===== src/core/target_decode_pkg.sv =====
// Shared constants and types for the PCI target image decode stage
package target_decode_pkg;

  // Register indices; byte address is four times the index
  localparam logic [7:0] IDX_IMAGE0_CONTROL  = 8'h00;
  localparam logic [7:0] IDX_IMAGE1_CONTROL  = 8'h01;
  localparam logic [7:0] IDX_IMAGE0_BASE     = 8'h02;
  localparam logic [7:0] IDX_IMAGE1_BASE     = 8'h03;
  localparam logic [7:0] IDX_IMAGE0_XLATE    = 8'h04;
  localparam logic [7:0] IDX_IMAGE1_XLATE    = 8'h05;
  localparam logic [7:0] IDX_MISC_PRIMARY    = 8'h06;
  localparam logic [7:0] IDX_MISC_SECONDARY  = 8'h07;
  localparam logic [7:0] IDX_STATUS          = 8'h08;

  // Image control field positions
  localparam int CTL_ENABLE       = 31;
  localparam int CTL_SPACE        = 30;
  localparam int CTL_POSTED       = 29;
  localparam int CTL_PREFETCH     = 28;
  localparam int CTL_BURST_WRITE  = 27;
  localparam int CTL_ENDIAN_INV   = 26;
  localparam int CTL_WIDTH_LSB    = 24;
  localparam int CTL_CODE_LSB     = 20;
  localparam int CTL_BSIZE_LSB    = 16;

  // Miscellaneous control field positions
  localparam int MISC_COUNT_LSB   = 0;
  localparam int MISC_BYTE_ORDER  = 8;
  localparam int MISC_PER_IMAGE   = 8;
  localparam int MISC_BURST4      = 9;
  localparam int MISC_SINGLE_PF   = 10;
  localparam int MISC_HOLD_BUSY   = 11;

  // Status field positions
  localparam int STAT_SPEED_LSB   = 0;
  localparam int STAT_HIT0        = 2;
  localparam int STAT_HIT1        = 3;
  localparam int STAT_BUSY        = 4;
  localparam int STAT_CS_CONFLICT = 5;

  // Reset values
  localparam logic [31:0] CONTROL_RESET = 32'h0000_0000;
  localparam logic [15:0] ADDR16_RESET  = 16'h0000;
  localparam logic [11:0] MISC_RESET    = 12'h000;

  // Decode speed code reported in status: medium
  localparam logic [1:0] DEVSEL_MEDIUM  = 2'h1;

  // PCI command codes
  localparam logic [3:0] CMD_IO_READ    = 4'h2;
  localparam logic [3:0] CMD_IO_WRITE   = 4'h3;
  localparam logic [3:0] CMD_MEM_READ   = 4'h6;
  localparam logic [3:0] CMD_MEM_WRITE  = 4'h7;
  localparam logic [3:0] CMD_CFG_READ   = 4'hA;
  localparam logic [3:0] CMD_CFG_WRITE  = 4'hB;
  localparam logic [3:0] CMD_MEM_RD_MUL = 4'hC;
  localparam logic [3:0] CMD_MEM_RD_LN  = 4'hE;
  localparam logic [3:0] CMD_MEM_WR_INV = 4'hF;

  typedef struct packed {
    logic       enable;
    logic       space_select;
    logic       posted_write_enable;
    logic       prefetch_enable;
    logic       burst_write_enable;
    logic       endian_invert;
    logic [1:0] port_width;
    logic [3:0] transaction_code_field;
    logic [3:0] block_size;
  } image_ctrl_t;

  typedef struct packed {
    logic [31:0] address;
    logic [3:0]  transaction_code;
    logic        write;
    logic        io_space;
    logic        image;
    logic        posted;
    logic [1:0]  port_width;
    logic        prefetch;
    logic        burst_write;
    logic        little_endian;
    logic [5:0]  prefetch_count;
    logic        burst4;
    logic        single_beat_prefetch;
    logic        hold_bus_busy;
  } local_bus_req_t;

  typedef struct packed {
    logic       write;
    logic [5:0] dword;
    logic [3:0] byte_enable_n;
  } config_req_t;

endpackage


===== src/core/pci_target_image_decode.sv =====
// Two-image PCI target decode, address translation and local-bus request
//
// Strobed register access and the address map are this design's own decisions.
`timescale 1ns/1ps
`default_nettype none

module pci_target_image_decode (
  // Clock and reset
  input  wire logic                             clock,
  input  wire logic                             srst,
  // Register port
  input  wire logic [7:0]                       reg_addr,
  input  wire logic [31:0]                      reg_wdata,
  input  wire logic                             reg_write,
  input  wire logic                             reg_read,
  output logic [31:0]                           reg_rdata,
  // PCI bus, sampled on this clock
  input  wire logic                             frame_n,
  input  wire logic                             irdy_n,
  input  wire logic                             idsel,
  input  wire logic [31:0]                      ad_in,
  input  wire logic [3:0]                       cbe_n,
  output logic                                  devsel_n_out,
  output logic                                  devsel_oe,
  // Local-bus master request
  output logic                                  lb_valid,
  input  wire logic                             lb_ready,
  output target_decode_pkg::local_bus_req_t     lb_req,
  output logic [3:0]                            transaction_code,
  input  wire logic                             lb_mastering,
  // Local chip selects
  input  wire logic                             register_chip_select_n,
  input  wire logic                             config_chip_select_n,
  // Configuration access toward config space
  output logic                                  cfg_valid,
  output target_decode_pkg::config_req_t        cfg_req
);
  import target_decode_pkg::*;

  typedef enum logic [3:0] {
    ST_IDLE   = 4'b0001,
    ST_DECODE = 4'b0010,
    ST_CLAIM  = 4'b0100,
    ST_SKIP   = 4'b1000
  } state_t;

  // Upper-bit mask kept by a block size code
  function automatic logic [15:0] size_mask(input logic [3:0] bsize);
    size_mask = 16'hFFFF << bsize;
  endfunction

  function automatic logic [7:0] reg_at(input logic [7:0] idx);
    reg_at = {idx[5:0], 2'b00};
  endfunction

  // Command folding: aliases map onto the basic memory commands
  function automatic logic [3:0] fold_cmd(input logic [3:0] cmd);
    unique case (cmd)
      CMD_MEM_RD_MUL, CMD_MEM_RD_LN: fold_cmd = CMD_MEM_READ;
      CMD_MEM_WR_INV:                fold_cmd = CMD_MEM_WRITE;
      default:                       fold_cmd = cmd;
    endcase
  endfunction

  // Local upper address: translation bits above the mask, PCI bits below
  function automatic logic [15:0] xlate(input logic [15:0] pci_hi,
                                        input logic [15:0] ta,
                                        input logic [3:0]  bsize);
    xlate = (ta & size_mask(bsize)) | (pci_hi & ~size_mask(bsize));
  endfunction

  function automatic image_ctrl_t to_ctrl(input logic [31:0] w);
    to_ctrl.enable                 = w[CTL_ENABLE];
    to_ctrl.space_select           = w[CTL_SPACE];
    to_ctrl.posted_write_enable    = w[CTL_POSTED];
    to_ctrl.prefetch_enable        = w[CTL_PREFETCH];
    to_ctrl.burst_write_enable     = w[CTL_BURST_WRITE];
    to_ctrl.endian_invert          = w[CTL_ENDIAN_INV];
    to_ctrl.port_width             = w[CTL_WIDTH_LSB +: 2];
    to_ctrl.transaction_code_field = w[CTL_CODE_LSB +: 4];
    to_ctrl.block_size             = w[CTL_BSIZE_LSB +: 4];
  endfunction

  // Registers
  logic [31:0]    ctl0_q, ctl1_q;
  logic [15:0]    base0_q, base1_q;
  logic [15:0]    ta0_q, ta1_q;
  logic [11:0]    misc1_q, misc2_q;
  logic           conflict_q;
  logic           hit0_q, hit1_q;
  logic [31:0]    rdata_q;

  // Bus tracking
  state_t         state_q, state_d;
  logic           frame_prev_q;
  logic [31:0]    ad_q;
  logic [3:0]     cmd_q;
  logic [3:0]     be_q;
  logic           idsel_q;
  logic           devsel_n_q;
  logic           devsel_oe_q;
  logic           lb_valid_q;
  local_bus_req_t lb_req_q;
  logic           cfg_valid_q;
  config_req_t    cfg_req_q;

  image_ctrl_t    img0, img1, sel;
  logic           start, frame_done;
  logic           is_mem, is_io, is_write, cfg_type0;
  logic           match0, match1, hit, any_enable;
  logic [15:0]    sel_ta;
  logic [15:0]    m0, m1;
  logic           sel_image;
  logic [3:0]     fcmd;

  assign img0 = to_ctrl(ctl0_q);
  assign img1 = to_ctrl(ctl1_q);
  assign m0   = size_mask(img0.block_size);
  assign m1   = size_mask(img1.block_size);

  // Address-phase start: FRAME newly asserted while the channel is free
  assign start      = (state_q == ST_IDLE) && !frame_n && frame_prev_q
                      && !lb_valid_q;
  assign frame_done = frame_n && irdy_n;

  // Command classes from the captured address phase
  assign fcmd      = fold_cmd(cmd_q);
  assign is_mem    = (fcmd == CMD_MEM_READ) || (fcmd == CMD_MEM_WRITE);
  assign is_io     = (fcmd == CMD_IO_READ) || (fcmd == CMD_IO_WRITE);
  assign is_write  = (fcmd == CMD_MEM_WRITE) || (fcmd == CMD_IO_WRITE);
  // Type 1 has AD[1:0]=01 and is never claimed
  assign cfg_type0 = ((cmd_q == CMD_CFG_READ) || (cmd_q == CMD_CFG_WRITE))
                     && idsel_q && (ad_q[1:0] == 2'b00);

  // Image match: enabled, space agrees, masked upper bits equal
  assign match0 = img0.enable
                  && (img0.space_select ? is_io : is_mem)
                  && ((ad_q[31:16] & m0) == (base0_q & m0));
  assign match1 = img1.enable
                  && (img1.space_select ? is_io : is_mem)
                  && ((ad_q[31:16] & m1) == (base1_q & m1));
  assign any_enable = img0.enable || img1.enable;
  // Image 0 wins if software breaks the no-overlap agreement
  assign hit       = any_enable && (match0 || match1);
  assign sel_image = !match0;
  assign sel       = sel_image ? img1 : img0;
  assign sel_ta    = sel_image ? ta1_q : ta0_q;

  always_comb begin
    state_d = state_q;
    unique case (state_q)
      ST_IDLE: if (start) state_d = ST_DECODE;
      ST_DECODE: state_d = (hit || cfg_type0) ? ST_CLAIM : ST_SKIP;
      ST_CLAIM, ST_SKIP: if (frame_done) state_d = ST_IDLE;
      default: state_d = ST_IDLE;
    endcase
  end

  always_ff @(posedge clock) begin
    if (srst) begin
      state_q      <= ST_IDLE;
      frame_prev_q <= 1'b1;
      ad_q         <= '0;
      cmd_q        <= '0;
      be_q         <= '0;
      idsel_q      <= 1'b0;
    end else begin
      state_q      <= state_d;
      frame_prev_q <= frame_n;
      if (start) begin
        ad_q    <= ad_in;
        cmd_q   <= cbe_n;
        idsel_q <= idsel;
      end
      if (state_q == ST_DECODE) begin
        be_q <= cbe_n;
      end
    end
  end

  // DEVSEL: low two edges after FRAME is sampled; driven high one more
  always_ff @(posedge clock) begin
    if (srst) begin
      devsel_n_q  <= 1'b1;
      devsel_oe_q <= 1'b0;
    end else begin
      devsel_n_q  <= !(state_d == ST_CLAIM);
      devsel_oe_q <= (state_d == ST_CLAIM) || !devsel_n_q;
    end
  end

  assign devsel_n_out = devsel_n_q;
  assign devsel_oe    = devsel_oe_q;

  // Local-bus request for memory and I/O hits only
  always_ff @(posedge clock) begin
    if (srst) begin
      lb_valid_q <= 1'b0;
      lb_req_q   <= '0;
    end else begin
      if (lb_valid_q && lb_ready) begin
        lb_valid_q <= 1'b0;
      end
      if (state_q == ST_DECODE && hit) begin
        lb_valid_q <= 1'b1;
        lb_req_q.address <= {xlate(ad_q[31:16], sel_ta, sel.block_size),
                             ad_q[15:0]};
        lb_req_q.transaction_code <= sel.transaction_code_field;
        lb_req_q.write       <= is_write;
        lb_req_q.io_space    <= is_io;
        lb_req_q.image       <= sel_image;
        lb_req_q.posted      <= is_write && sel.posted_write_enable;
        lb_req_q.port_width  <= sel.port_width;
        lb_req_q.prefetch    <= !is_write && sel.prefetch_enable;
        lb_req_q.burst_write <= is_write
                                && sel.burst_write_enable;
        lb_req_q.little_endian <= misc1_q[MISC_BYTE_ORDER]
                                  ^ sel.endian_invert;
        lb_req_q.prefetch_count <= (sel_image && misc2_q[MISC_PER_IMAGE])
                                   ? misc2_q[MISC_COUNT_LSB +: 6]
                                   : misc1_q[MISC_COUNT_LSB +: 6];
        lb_req_q.burst4 <= misc2_q[MISC_BURST4];
        lb_req_q.single_beat_prefetch <= misc2_q[MISC_SINGLE_PF];
        lb_req_q.hold_bus_busy <= misc2_q[MISC_HOLD_BUSY];
      end
    end
  end

  assign lb_valid         = lb_valid_q;
  assign lb_req           = lb_req_q;
  assign transaction_code = lb_req_q.transaction_code;

  // Configuration accesses stay inside the device
  always_ff @(posedge clock) begin
    if (srst) begin
      cfg_valid_q <= 1'b0;
      cfg_req_q   <= '0;
    end else begin
      cfg_valid_q <= (state_q == ST_DECODE) && !hit && cfg_type0;
      if (state_q == ST_DECODE) begin
        cfg_req_q.write         <= (cmd_q == CMD_CFG_WRITE);
        cfg_req_q.dword         <= ad_q[7:2];
        cfg_req_q.byte_enable_n <= cbe_n;
      end
    end
  end

  assign cfg_valid = cfg_valid_q;
  assign cfg_req   = cfg_req_q;

  // Register writes
  logic wr_ctl0, wr_ctl1, wr_base0, wr_base1, wr_ta0, wr_ta1;
  logic wr_misc1, wr_misc2, wr_stat, cs_clash;

  assign wr_ctl0  = reg_write && (reg_addr == reg_at(IDX_IMAGE0_CONTROL));
  assign wr_ctl1  = reg_write && (reg_addr == reg_at(IDX_IMAGE1_CONTROL));
  assign wr_base0 = reg_write && (reg_addr == reg_at(IDX_IMAGE0_BASE));
  assign wr_base1 = reg_write && (reg_addr == reg_at(IDX_IMAGE1_BASE));
  assign wr_ta0   = reg_write && (reg_addr == reg_at(IDX_IMAGE0_XLATE));
  assign wr_ta1   = reg_write && (reg_addr == reg_at(IDX_IMAGE1_XLATE));
  assign wr_misc1 = reg_write && (reg_addr == reg_at(IDX_MISC_PRIMARY));
  assign wr_misc2 = reg_write && (reg_addr == reg_at(IDX_MISC_SECONDARY));
  assign wr_stat  = reg_write && (reg_addr == reg_at(IDX_STATUS));
  // Chip selects must stay idle while we master the local bus
  assign cs_clash = lb_mastering
                    && !(register_chip_select_n
                         && config_chip_select_n);

  always_ff @(posedge clock) begin
    if (srst) begin
      ctl0_q     <= CONTROL_RESET;
      ctl1_q     <= CONTROL_RESET;
      base0_q    <= ADDR16_RESET;
      base1_q    <= ADDR16_RESET;
      ta0_q      <= ADDR16_RESET;
      ta1_q      <= ADDR16_RESET;
      misc1_q    <= MISC_RESET;
      misc2_q    <= MISC_RESET;
      conflict_q <= 1'b0;
      hit0_q     <= 1'b0;
      hit1_q     <= 1'b0;
    end else begin
      if (wr_ctl0) ctl0_q <= reg_wdata;
      if (wr_ctl1) ctl1_q <= reg_wdata;
      if (wr_base0) base0_q <= reg_wdata[31:16] & m0;
      if (wr_base1) base1_q <= reg_wdata[31:16] & m1;
      if (wr_ta0) ta0_q <= reg_wdata[31:16];
      if (wr_ta1) ta1_q <= reg_wdata[31:16];
      if (wr_misc1) misc1_q <= reg_wdata[11:0];
      if (wr_misc2) misc2_q <= reg_wdata[11:0];
      // Set wins over a same-cycle write-one clear
      if (cs_clash) begin
        conflict_q <= 1'b1;
      end else if (wr_stat && reg_wdata[STAT_CS_CONFLICT]) begin
        conflict_q <= 1'b0;
      end
      if (state_q == ST_DECODE && hit) begin
        hit0_q <= match0;
        hit1_q <= !match0;
      end
    end
  end

  // Register reads, answered the cycle after the strobe
  logic [31:0] status_word, rd_mux;

  always_comb begin
    status_word = '0;
    status_word[STAT_SPEED_LSB +: 2] = DEVSEL_MEDIUM;
    status_word[STAT_HIT0]        = hit0_q;
    status_word[STAT_HIT1]        = hit1_q;
    status_word[STAT_BUSY]        = lb_valid_q;
    status_word[STAT_CS_CONFLICT] = conflict_q;
  end

  always_comb begin
    rd_mux = '0;
    unique case (reg_addr)
      reg_at(IDX_IMAGE0_CONTROL): rd_mux = ctl0_q;
      reg_at(IDX_IMAGE1_CONTROL): rd_mux = ctl1_q;
      reg_at(IDX_IMAGE0_BASE):    rd_mux = {base0_q & m0, 16'h0000};
      reg_at(IDX_IMAGE1_BASE):    rd_mux = {base1_q & m1, 16'h0000};
      reg_at(IDX_IMAGE0_XLATE):   rd_mux = {ta0_q, 16'h0000};
      reg_at(IDX_IMAGE1_XLATE):   rd_mux = {ta1_q, 16'h0000};
      reg_at(IDX_MISC_PRIMARY):   rd_mux = {20'h00000, misc1_q};
      reg_at(IDX_MISC_SECONDARY): rd_mux = {20'h00000, misc2_q};
      reg_at(IDX_STATUS):         rd_mux = status_word;
      default:                     rd_mux = '0;
    endcase
  end

  always_ff @(posedge clock) begin
    if (srst || !reg_read) begin
      rdata_q <= '0;
    end else begin
      rdata_q <= rd_mux;
    end
  end

  assign reg_rdata = rdata_q;

endmodule

`default_nettype wire


===== config.mk =====
export PLATFORM = sky130hd
export DESIGN_NAME = pci_target_image_decode
export DESIGN_NICKNAME = d
export VERILOG_FILES = /design/src/core/target_decode_pkg.sv /design/src/core/pci_target_image_decode.sv
export SDC_FILE = /design/constraint.sdc
export NUM_CORES = 1
export LEC_CHECK = 0
export BUFFER_PORTS_ARGS = -buffer_cell sky130_fd_sc_hd__buf_2
export CAP_MARGIN = 10
export CORE_ASPECT_RATIO = 1.1
export CORE_UTILIZATION = 40
export CTS_BUF_LIST = sky130_fd_sc_hd__clkbuf_8
export CTS_CLUSTER_DIAMETER = 150
export DETAILED_ROUTE_END_ITERATION = 6
export PLACE_DENSITY = 0.65
export SYNTH_ARGS = -nofsm -noshare
export SYNTH_HDL_FRONTEND = slang
export SYNTH_SLANG_ARGS = --single-unit

===== constraint.sdc =====
create_clock -name clock -period 3.6 [get_ports clock]
set_input_delay 0.72 -clock clock [delete_from_list [all_inputs] [get_ports clock]]
set_output_delay 0.72 -clock clock [all_outputs]
set_load 0.01 [all_outputs]

==> results of run 1 <==
through the flow:
| step | hold slack, ns | area (um2) | utilization |
|---|---|---|---|
| 2_1_floorplan | 0.431 | 12600 | - |
| 3_3_place_gp | 0.438 | 14100 | 0.459 |
| 3_5_place_dp | 0.446 | 14100 | 0.459 |
| 4_1_cts | 0.329 | 15100 | 0.493 |
| 5_1_grt | 0.337 | 15100 | 0.493 |
| 6_report | 0.356 | 15100 | 0.493 |
worst min path at each step:
stage / slack, ns / start / to
3_5_place_dp: 0.45 / cfg_req[4] / cfg_req[4]
3_3_place_gp: 0.44 / misc1_q[10] / misc1_q[10]
6_report: 0.36 / lb_mastering / conflict_q
4_1_cts: 0.33 / lb_mastering / conflict_q
5_1_grt: 0.34 / ad_in[8] / ad_q[8]
2_1_floorplan: 0.43 / misc2_q[6] / misc2_q[6]
registers in the layout, summed over array words and instances (netlist names), 4 cells and up:
name and count:
misc2_q 12, ta0_q 16, reg_rdata 32, ad_q 32, ctl0_q 32, base1_q 16, cmd_q 4, misc1_q 12
transaction_code 4, ta1_q 16, lb_req 49, base0_q 16, ctl1_q 32, state_q 4, cfg_req 11
critical path, stage by stage, from the launching register on:
cell      delay (ns)
dfxtp_1         0.85
o21ai_0         0.49
a2111o_1        0.48
or4_4           0.58
a21oi_4         0.19
buf_12          0.24
buf_12          0.17
mux2i_1         0.21
nor2_1          0.05
cell families (layout without fill, tap and decap cells):
| kind of cell | count (synthesis) | in the layout | synth area share |
|---|---|---|---|
| buffers and inverters | 132 | 345 | 0.0467 |
| AOI/OAI and AO/OA | 421 | 421 | 0.206 |
| and+or+nand+nor | 647 | 647 | 0.220 |
| muxes | 39 | 39 | 0.0314 |
| xor gates and xnor gates | 33 | 33 | 0.0230 |
| DFF | 297 | 297 | 0.472 |
| other | 0 | 1 | 0 |
placed cells by master, fill, tap and decap left out, types with 34 or more instances in the layout:
cell type,n
nand3_1,62
nor2_1,65
buf_2,190
buf_4,50
a21oi_1,248
nand2b_1,34
clkbuf_8,61
mux2i_1,35
dfxtp_1,297
nand2_1,420
layout make-up:
| cell class | count | area (um2) | area share |
|---|---|---|---|
| repair buffers | 248 | 1480 | 0.0979 |
| well taps | 414 | 518 | 0.0343 |
| clock buffers | 60 | 826 | 0.0546 |
| inverters | 9 | 33.8 | 0.00223 |
| clock inverters | 28 | 224 | 0.0148 |
| diodes | 1 | 2.50 | 0.000165 |
| multi-input cells | 1140 | 6090 | 0.403 |
| flip-flops and latches | 297 | 5950 | 0.393 |
power groups by stage:
stage / clock network, mW / registers, mW / logic [mW]
3_5_place_dp: 0 / 3.44 / 0.305
3_3_place_gp: 0 / 3.44 / 0.301
6_report: 3.14 / 3.37 / 0.307
4_1_cts: 3.19 / 3.37 / 0.306
2_1_floorplan: 0 / 3.42 / 0.166
5_1_grt: 3.35 / 3.37 / 0.333
layer usage:
layer | part of all wire | vias up | routed length [um] | track usage
li1 | - | 5772 | - | -
met1 | 0.41 | 5713 | 17800 | 0.342
met2 | 0.45 | 735 | 19600 | 0.412
met3 | 0.097 | 139 | 4250 | 0.0599
met4 | 0.044 | 0 | 1930 | 0.133
met5 | 0 | - | 0 | 0
==> flow_summary.ini, run 1 <==
[outcome]
status = finished clean

[synthesis]
async_flop_share = 0
synthTopCellsByCount = nand2_1 (420), dfxtp_1 (297), a21oi_1 (248)
post_synth.cell_area_avg_um2 = 8.02
syn_area_um2 = 12600
ys_warn_count = 0
yosysTopAreaCellShare = 0.472
ys_top_cells_by_area = dfxtp_1 (47%), nand2_1 (13%), a21oi_1 (9.9%)
yosysUniqueCellTypes = 59
synth_most_common_cell = nand2_1
syn_nets = 1656
ys_ff_latch = 297
synth_top_area_cell = dfxtp_1
yosys_most_used_dff = dfxtp_1
synth_edf_count = 0
syn_inst = 1569
ys_seq_area_frac = 0.472

[cts]
holdBufCountCts = 0
clk_pin_slew_ns = 0.06
cts-root-buf = clkbuf_8
clock_latency_ns = 0.61
clockBufferDepth = 3
clock_sinks = 297
cts_resized = 0
cts_tree = done
htree_levels = 2
cts_made_buffers = 49
cts_setup_buffers = 0

[pwr]
pwr-share-comb = 0.045
p_total_mw = 6.81
peakVddDrop_mv = 0.293
clkPwrFrac = 0.461
power_leakage_nw = 5.56
power_switching_mw = 1.65
p_int_mw = 5.16
seq_power_share = 0.494
swShare = 0.242
p_per_area_nw_per_um2 = 450

[worst_hold_path]
whs_path_depth = 3
min_path_type = input port to register

[grt]
grt.overflow.total = 0
grt.total_usage = 0.265
grt_pass1_wl_mm = 66.2
grt_max_degree = 99
antenna_found_initial = 1
grt_pass1_vias = 11500

[worst_setup_path]
worstReg2RegStart = ctl1_q[19]
crit_path_start_kind = register
r2r_slack_ns = 0.14
worstSetupPathType = register to register
cp-endpoint = lb_req[34]
crit_arrival_ns = 3.90
required_ns = 4.04
crit_path_end_kind = register
setup.worst_path.start = ctl1_q[19]
critical_path.max_fanout = 29
r2r_cells = 8
regToRegEndpoint = lb_req[34]

[detailed_routing]
drt-initial-drc-count = 1114
drt_pass1_iterations = 6
wl_per_cell_um = 19.9
drt-total-wl_mm = 43.6
viasPerCell = 5.63
drc = 0
via_count = 12400
drtAntennaViolNets = 0

[sta]
worstMarginPinSlew_ns = 1.06
min_period_ns = 3.46
grt_setup_unrepaired = false
finalSetupViolations = 0
finClkSkew_ns = 0.0345
max_freq_ghz = 0.289
period_share = 0.962
final_hold_viol_count = 0
timing.final.ws_setup_ns = 0.138
slew_viol_final = 0
max_slew_margin = 0.293
fin_setup_tns_ns = 0

[final_layout]
instances_no_fill = 2197
fillers = 3054
drive_above_1_share = 0.199
layout.nets = 1832
syn_to_final_growth_pct = 20.1

[place]
dp_slack_ns = 0.257
port_buffers = 191
hpwl_mm = 29.7
globalplace.congestion = 0.950
dpl.cell_count = 2108

[floorplan]
fp.dieW_um = 171
initial_core_util = 0.410
ios = 192
design.core.area_um2 = 30700
die_area_um2 = 32200
num_rows = 67
die_h_um = 188

[flow_run]
max_cap_violations = 0
(Power assumes the default switching activity.)
==> run 2: changes to the inputs <==
- PLACE_DENSITY: 0.65 -> unset
==> flow_summary.ini, run 2 (same netlist as run 1, synthesis figures left out) <==
[grt]
grt.total_usage = 0.275
grt_pass1_vias = 11900
antenna_found_initial = 0
grt_max_degree = 126
grt_pass1_wl_mm = 68.7
grt.overflow.total = 0

[floorplan]
fp.dieW_um = 171
die_area_um2 = 32200
ios = 192
design.core.area_um2 = 30700
die_h_um = 188
initial_core_util = 0.410
num_rows = 67

[worst_setup_path]
r2r_slack_ns = 0.24
crit_chain = and2_1 > o21ai_0 > a2111o_1 > or4_4 > a21oi_4 > buf_4 > mux2i_1 > nor2_1
crit_path_start_kind = register
crit_arrival_ns = 3.80
worstSetupPathType = register to register
cp_slowest_cell = dfxtp_1
critical_path.max_fanout = 31
required_ns = 4.04
cp_slowest_stage_delay_ns = 0.66
crit_path_end_kind = register

[sta]
worstMarginPinSlew_ns = 1.05
final_hold_viol_count = 0
max_freq_ghz = 0.297
finalSetupViolations = 0
min_period_ns = 3.36
max_slew_margin = 0.293
slew_viol_final = 0
grt_setup_unrepaired = false
fin_setup_tns_ns = 0
finClkSkew_ns = 0.0433
period_share = 0.934
whs_ns = 0.358

[place]
place_area_um2 = 14100
hpwl_mm = 30.2
port_buffers = 191
globalplace.congestion = 0.974
dpl.cell_count = 2118

[detailed_routing]
drt-total-wl_mm = 44.4
drt_pass1_iterations = 7
drc = 10
wl_per_cell_um = 20.1
via_count = 12400
drtAntennaViolNets = 0
drt-initial-drc-count = 1163
viasPerCell = 5.61

[final_layout]
drive_above_1_share = 0.205
layout_commonest_cell = nand2_1
n_antenna_cell = 0
ff_latch_area_um2 = 5950
postLayoutCellArea_um2 = 15100
fillers = 3098
layout.nets = 1843
final_cell_mix = nand2_1 (420), dfxtp_1 (297), a21oi_1 (248)
largest_reg_flops = 49
multi_input_area_um2 = 6090
syn_to_final_growth_pct = 20.2
instances_no_fill = 2209

[cts]
clock_sinks = 297
htree_levels = 2
cts_resized = 0
cts_made_buffers = 50
cts-root-buf = clkbuf_8
cts_tree = done
clk_pin_slew_ns = 0.06
holdBufCountCts = 0
cts_setup_buffers = 0
clock_latency_ns = 0.61
clockBufferDepth = 3

[pwr]
power_leakage_nw = 5.59
peakVddDrop_mv = 0.327
p_total_mw = 6.79
p_per_area_nw_per_um2 = 449

[worst_hold_path]
min_path_type = input port to register

[outcome]
violations = design-rule violations
status = finished, violations left

[flow_run]
max_cap_violations = 0
## run 2: report_power, final
| part | internal (mW) | switching [mW] |
|---|---|---|
| registers | 3.32 | 0.0435 |
| clock network | 1.69 | 1.43 |
| logic | 0.105 | 0.206 |
| total | 5.11 | 1.68 |
## run 2: path summary, 6_finish.rpt
kind / startpoint / endpoint / depth (start not counted)
worst max-delay path: ctl1_q[17] / lb_req[23] / 8
worst min-delay path: srst / lb_req[2] / 2
worst max register to register: ctl1_q[17] / lb_req[23] / 8
worst min register to register: devsel_n_out / devsel_oe / 1
## run 2: routing by layer
| metal | up-vias | global-route usage | share of wire |
|---|---|---|---|
| met4 | 0 | 0.111 | 0.036 |
| li1 | 5789 | - | - |
| met1 | 5882 | 0.366 | 0.42 |
| met5 | - | 0 | 0 |
| met2 | 590 | 0.439 | 0.46 |
| met3 | 121 | 0.0473 | 0.082 |
## run 2: cell type report
class | instances | share of cell area
sequential | 297 | 0.393
clock buffer | 61 | 0.0555
tap | 414 | 0.0342
multi-input combinational | 1140 | 0.402
clock inverter | 30 | 0.0133
inverter | 9 | 0.00223
timing repair buffer | 258 | 0.0995
## run 2: critical path, delay by kind of cell, from the launching register on
| kind | cells | cell delay (ns) |
|---|---|---|
| AO/OA/AOI/OAI | 3 | 0.97 |
| flip-flops | 1 | 0.66 |
| multiplexers | 1 | 0.24 |
| buffers and inverters | 1 | 0.40 |
| AND/OR/NAND/NOR | 3 | 0.93 |
## run 2: metrics by stage
step	util	setup WS, ns
after detailed placement	0.459	0.328
after global routing	0.493	0.0757
after global placement	0.459	0.392
final	0.493	0.237
after CTS	0.493	0.324
after floorplan	-	0.918
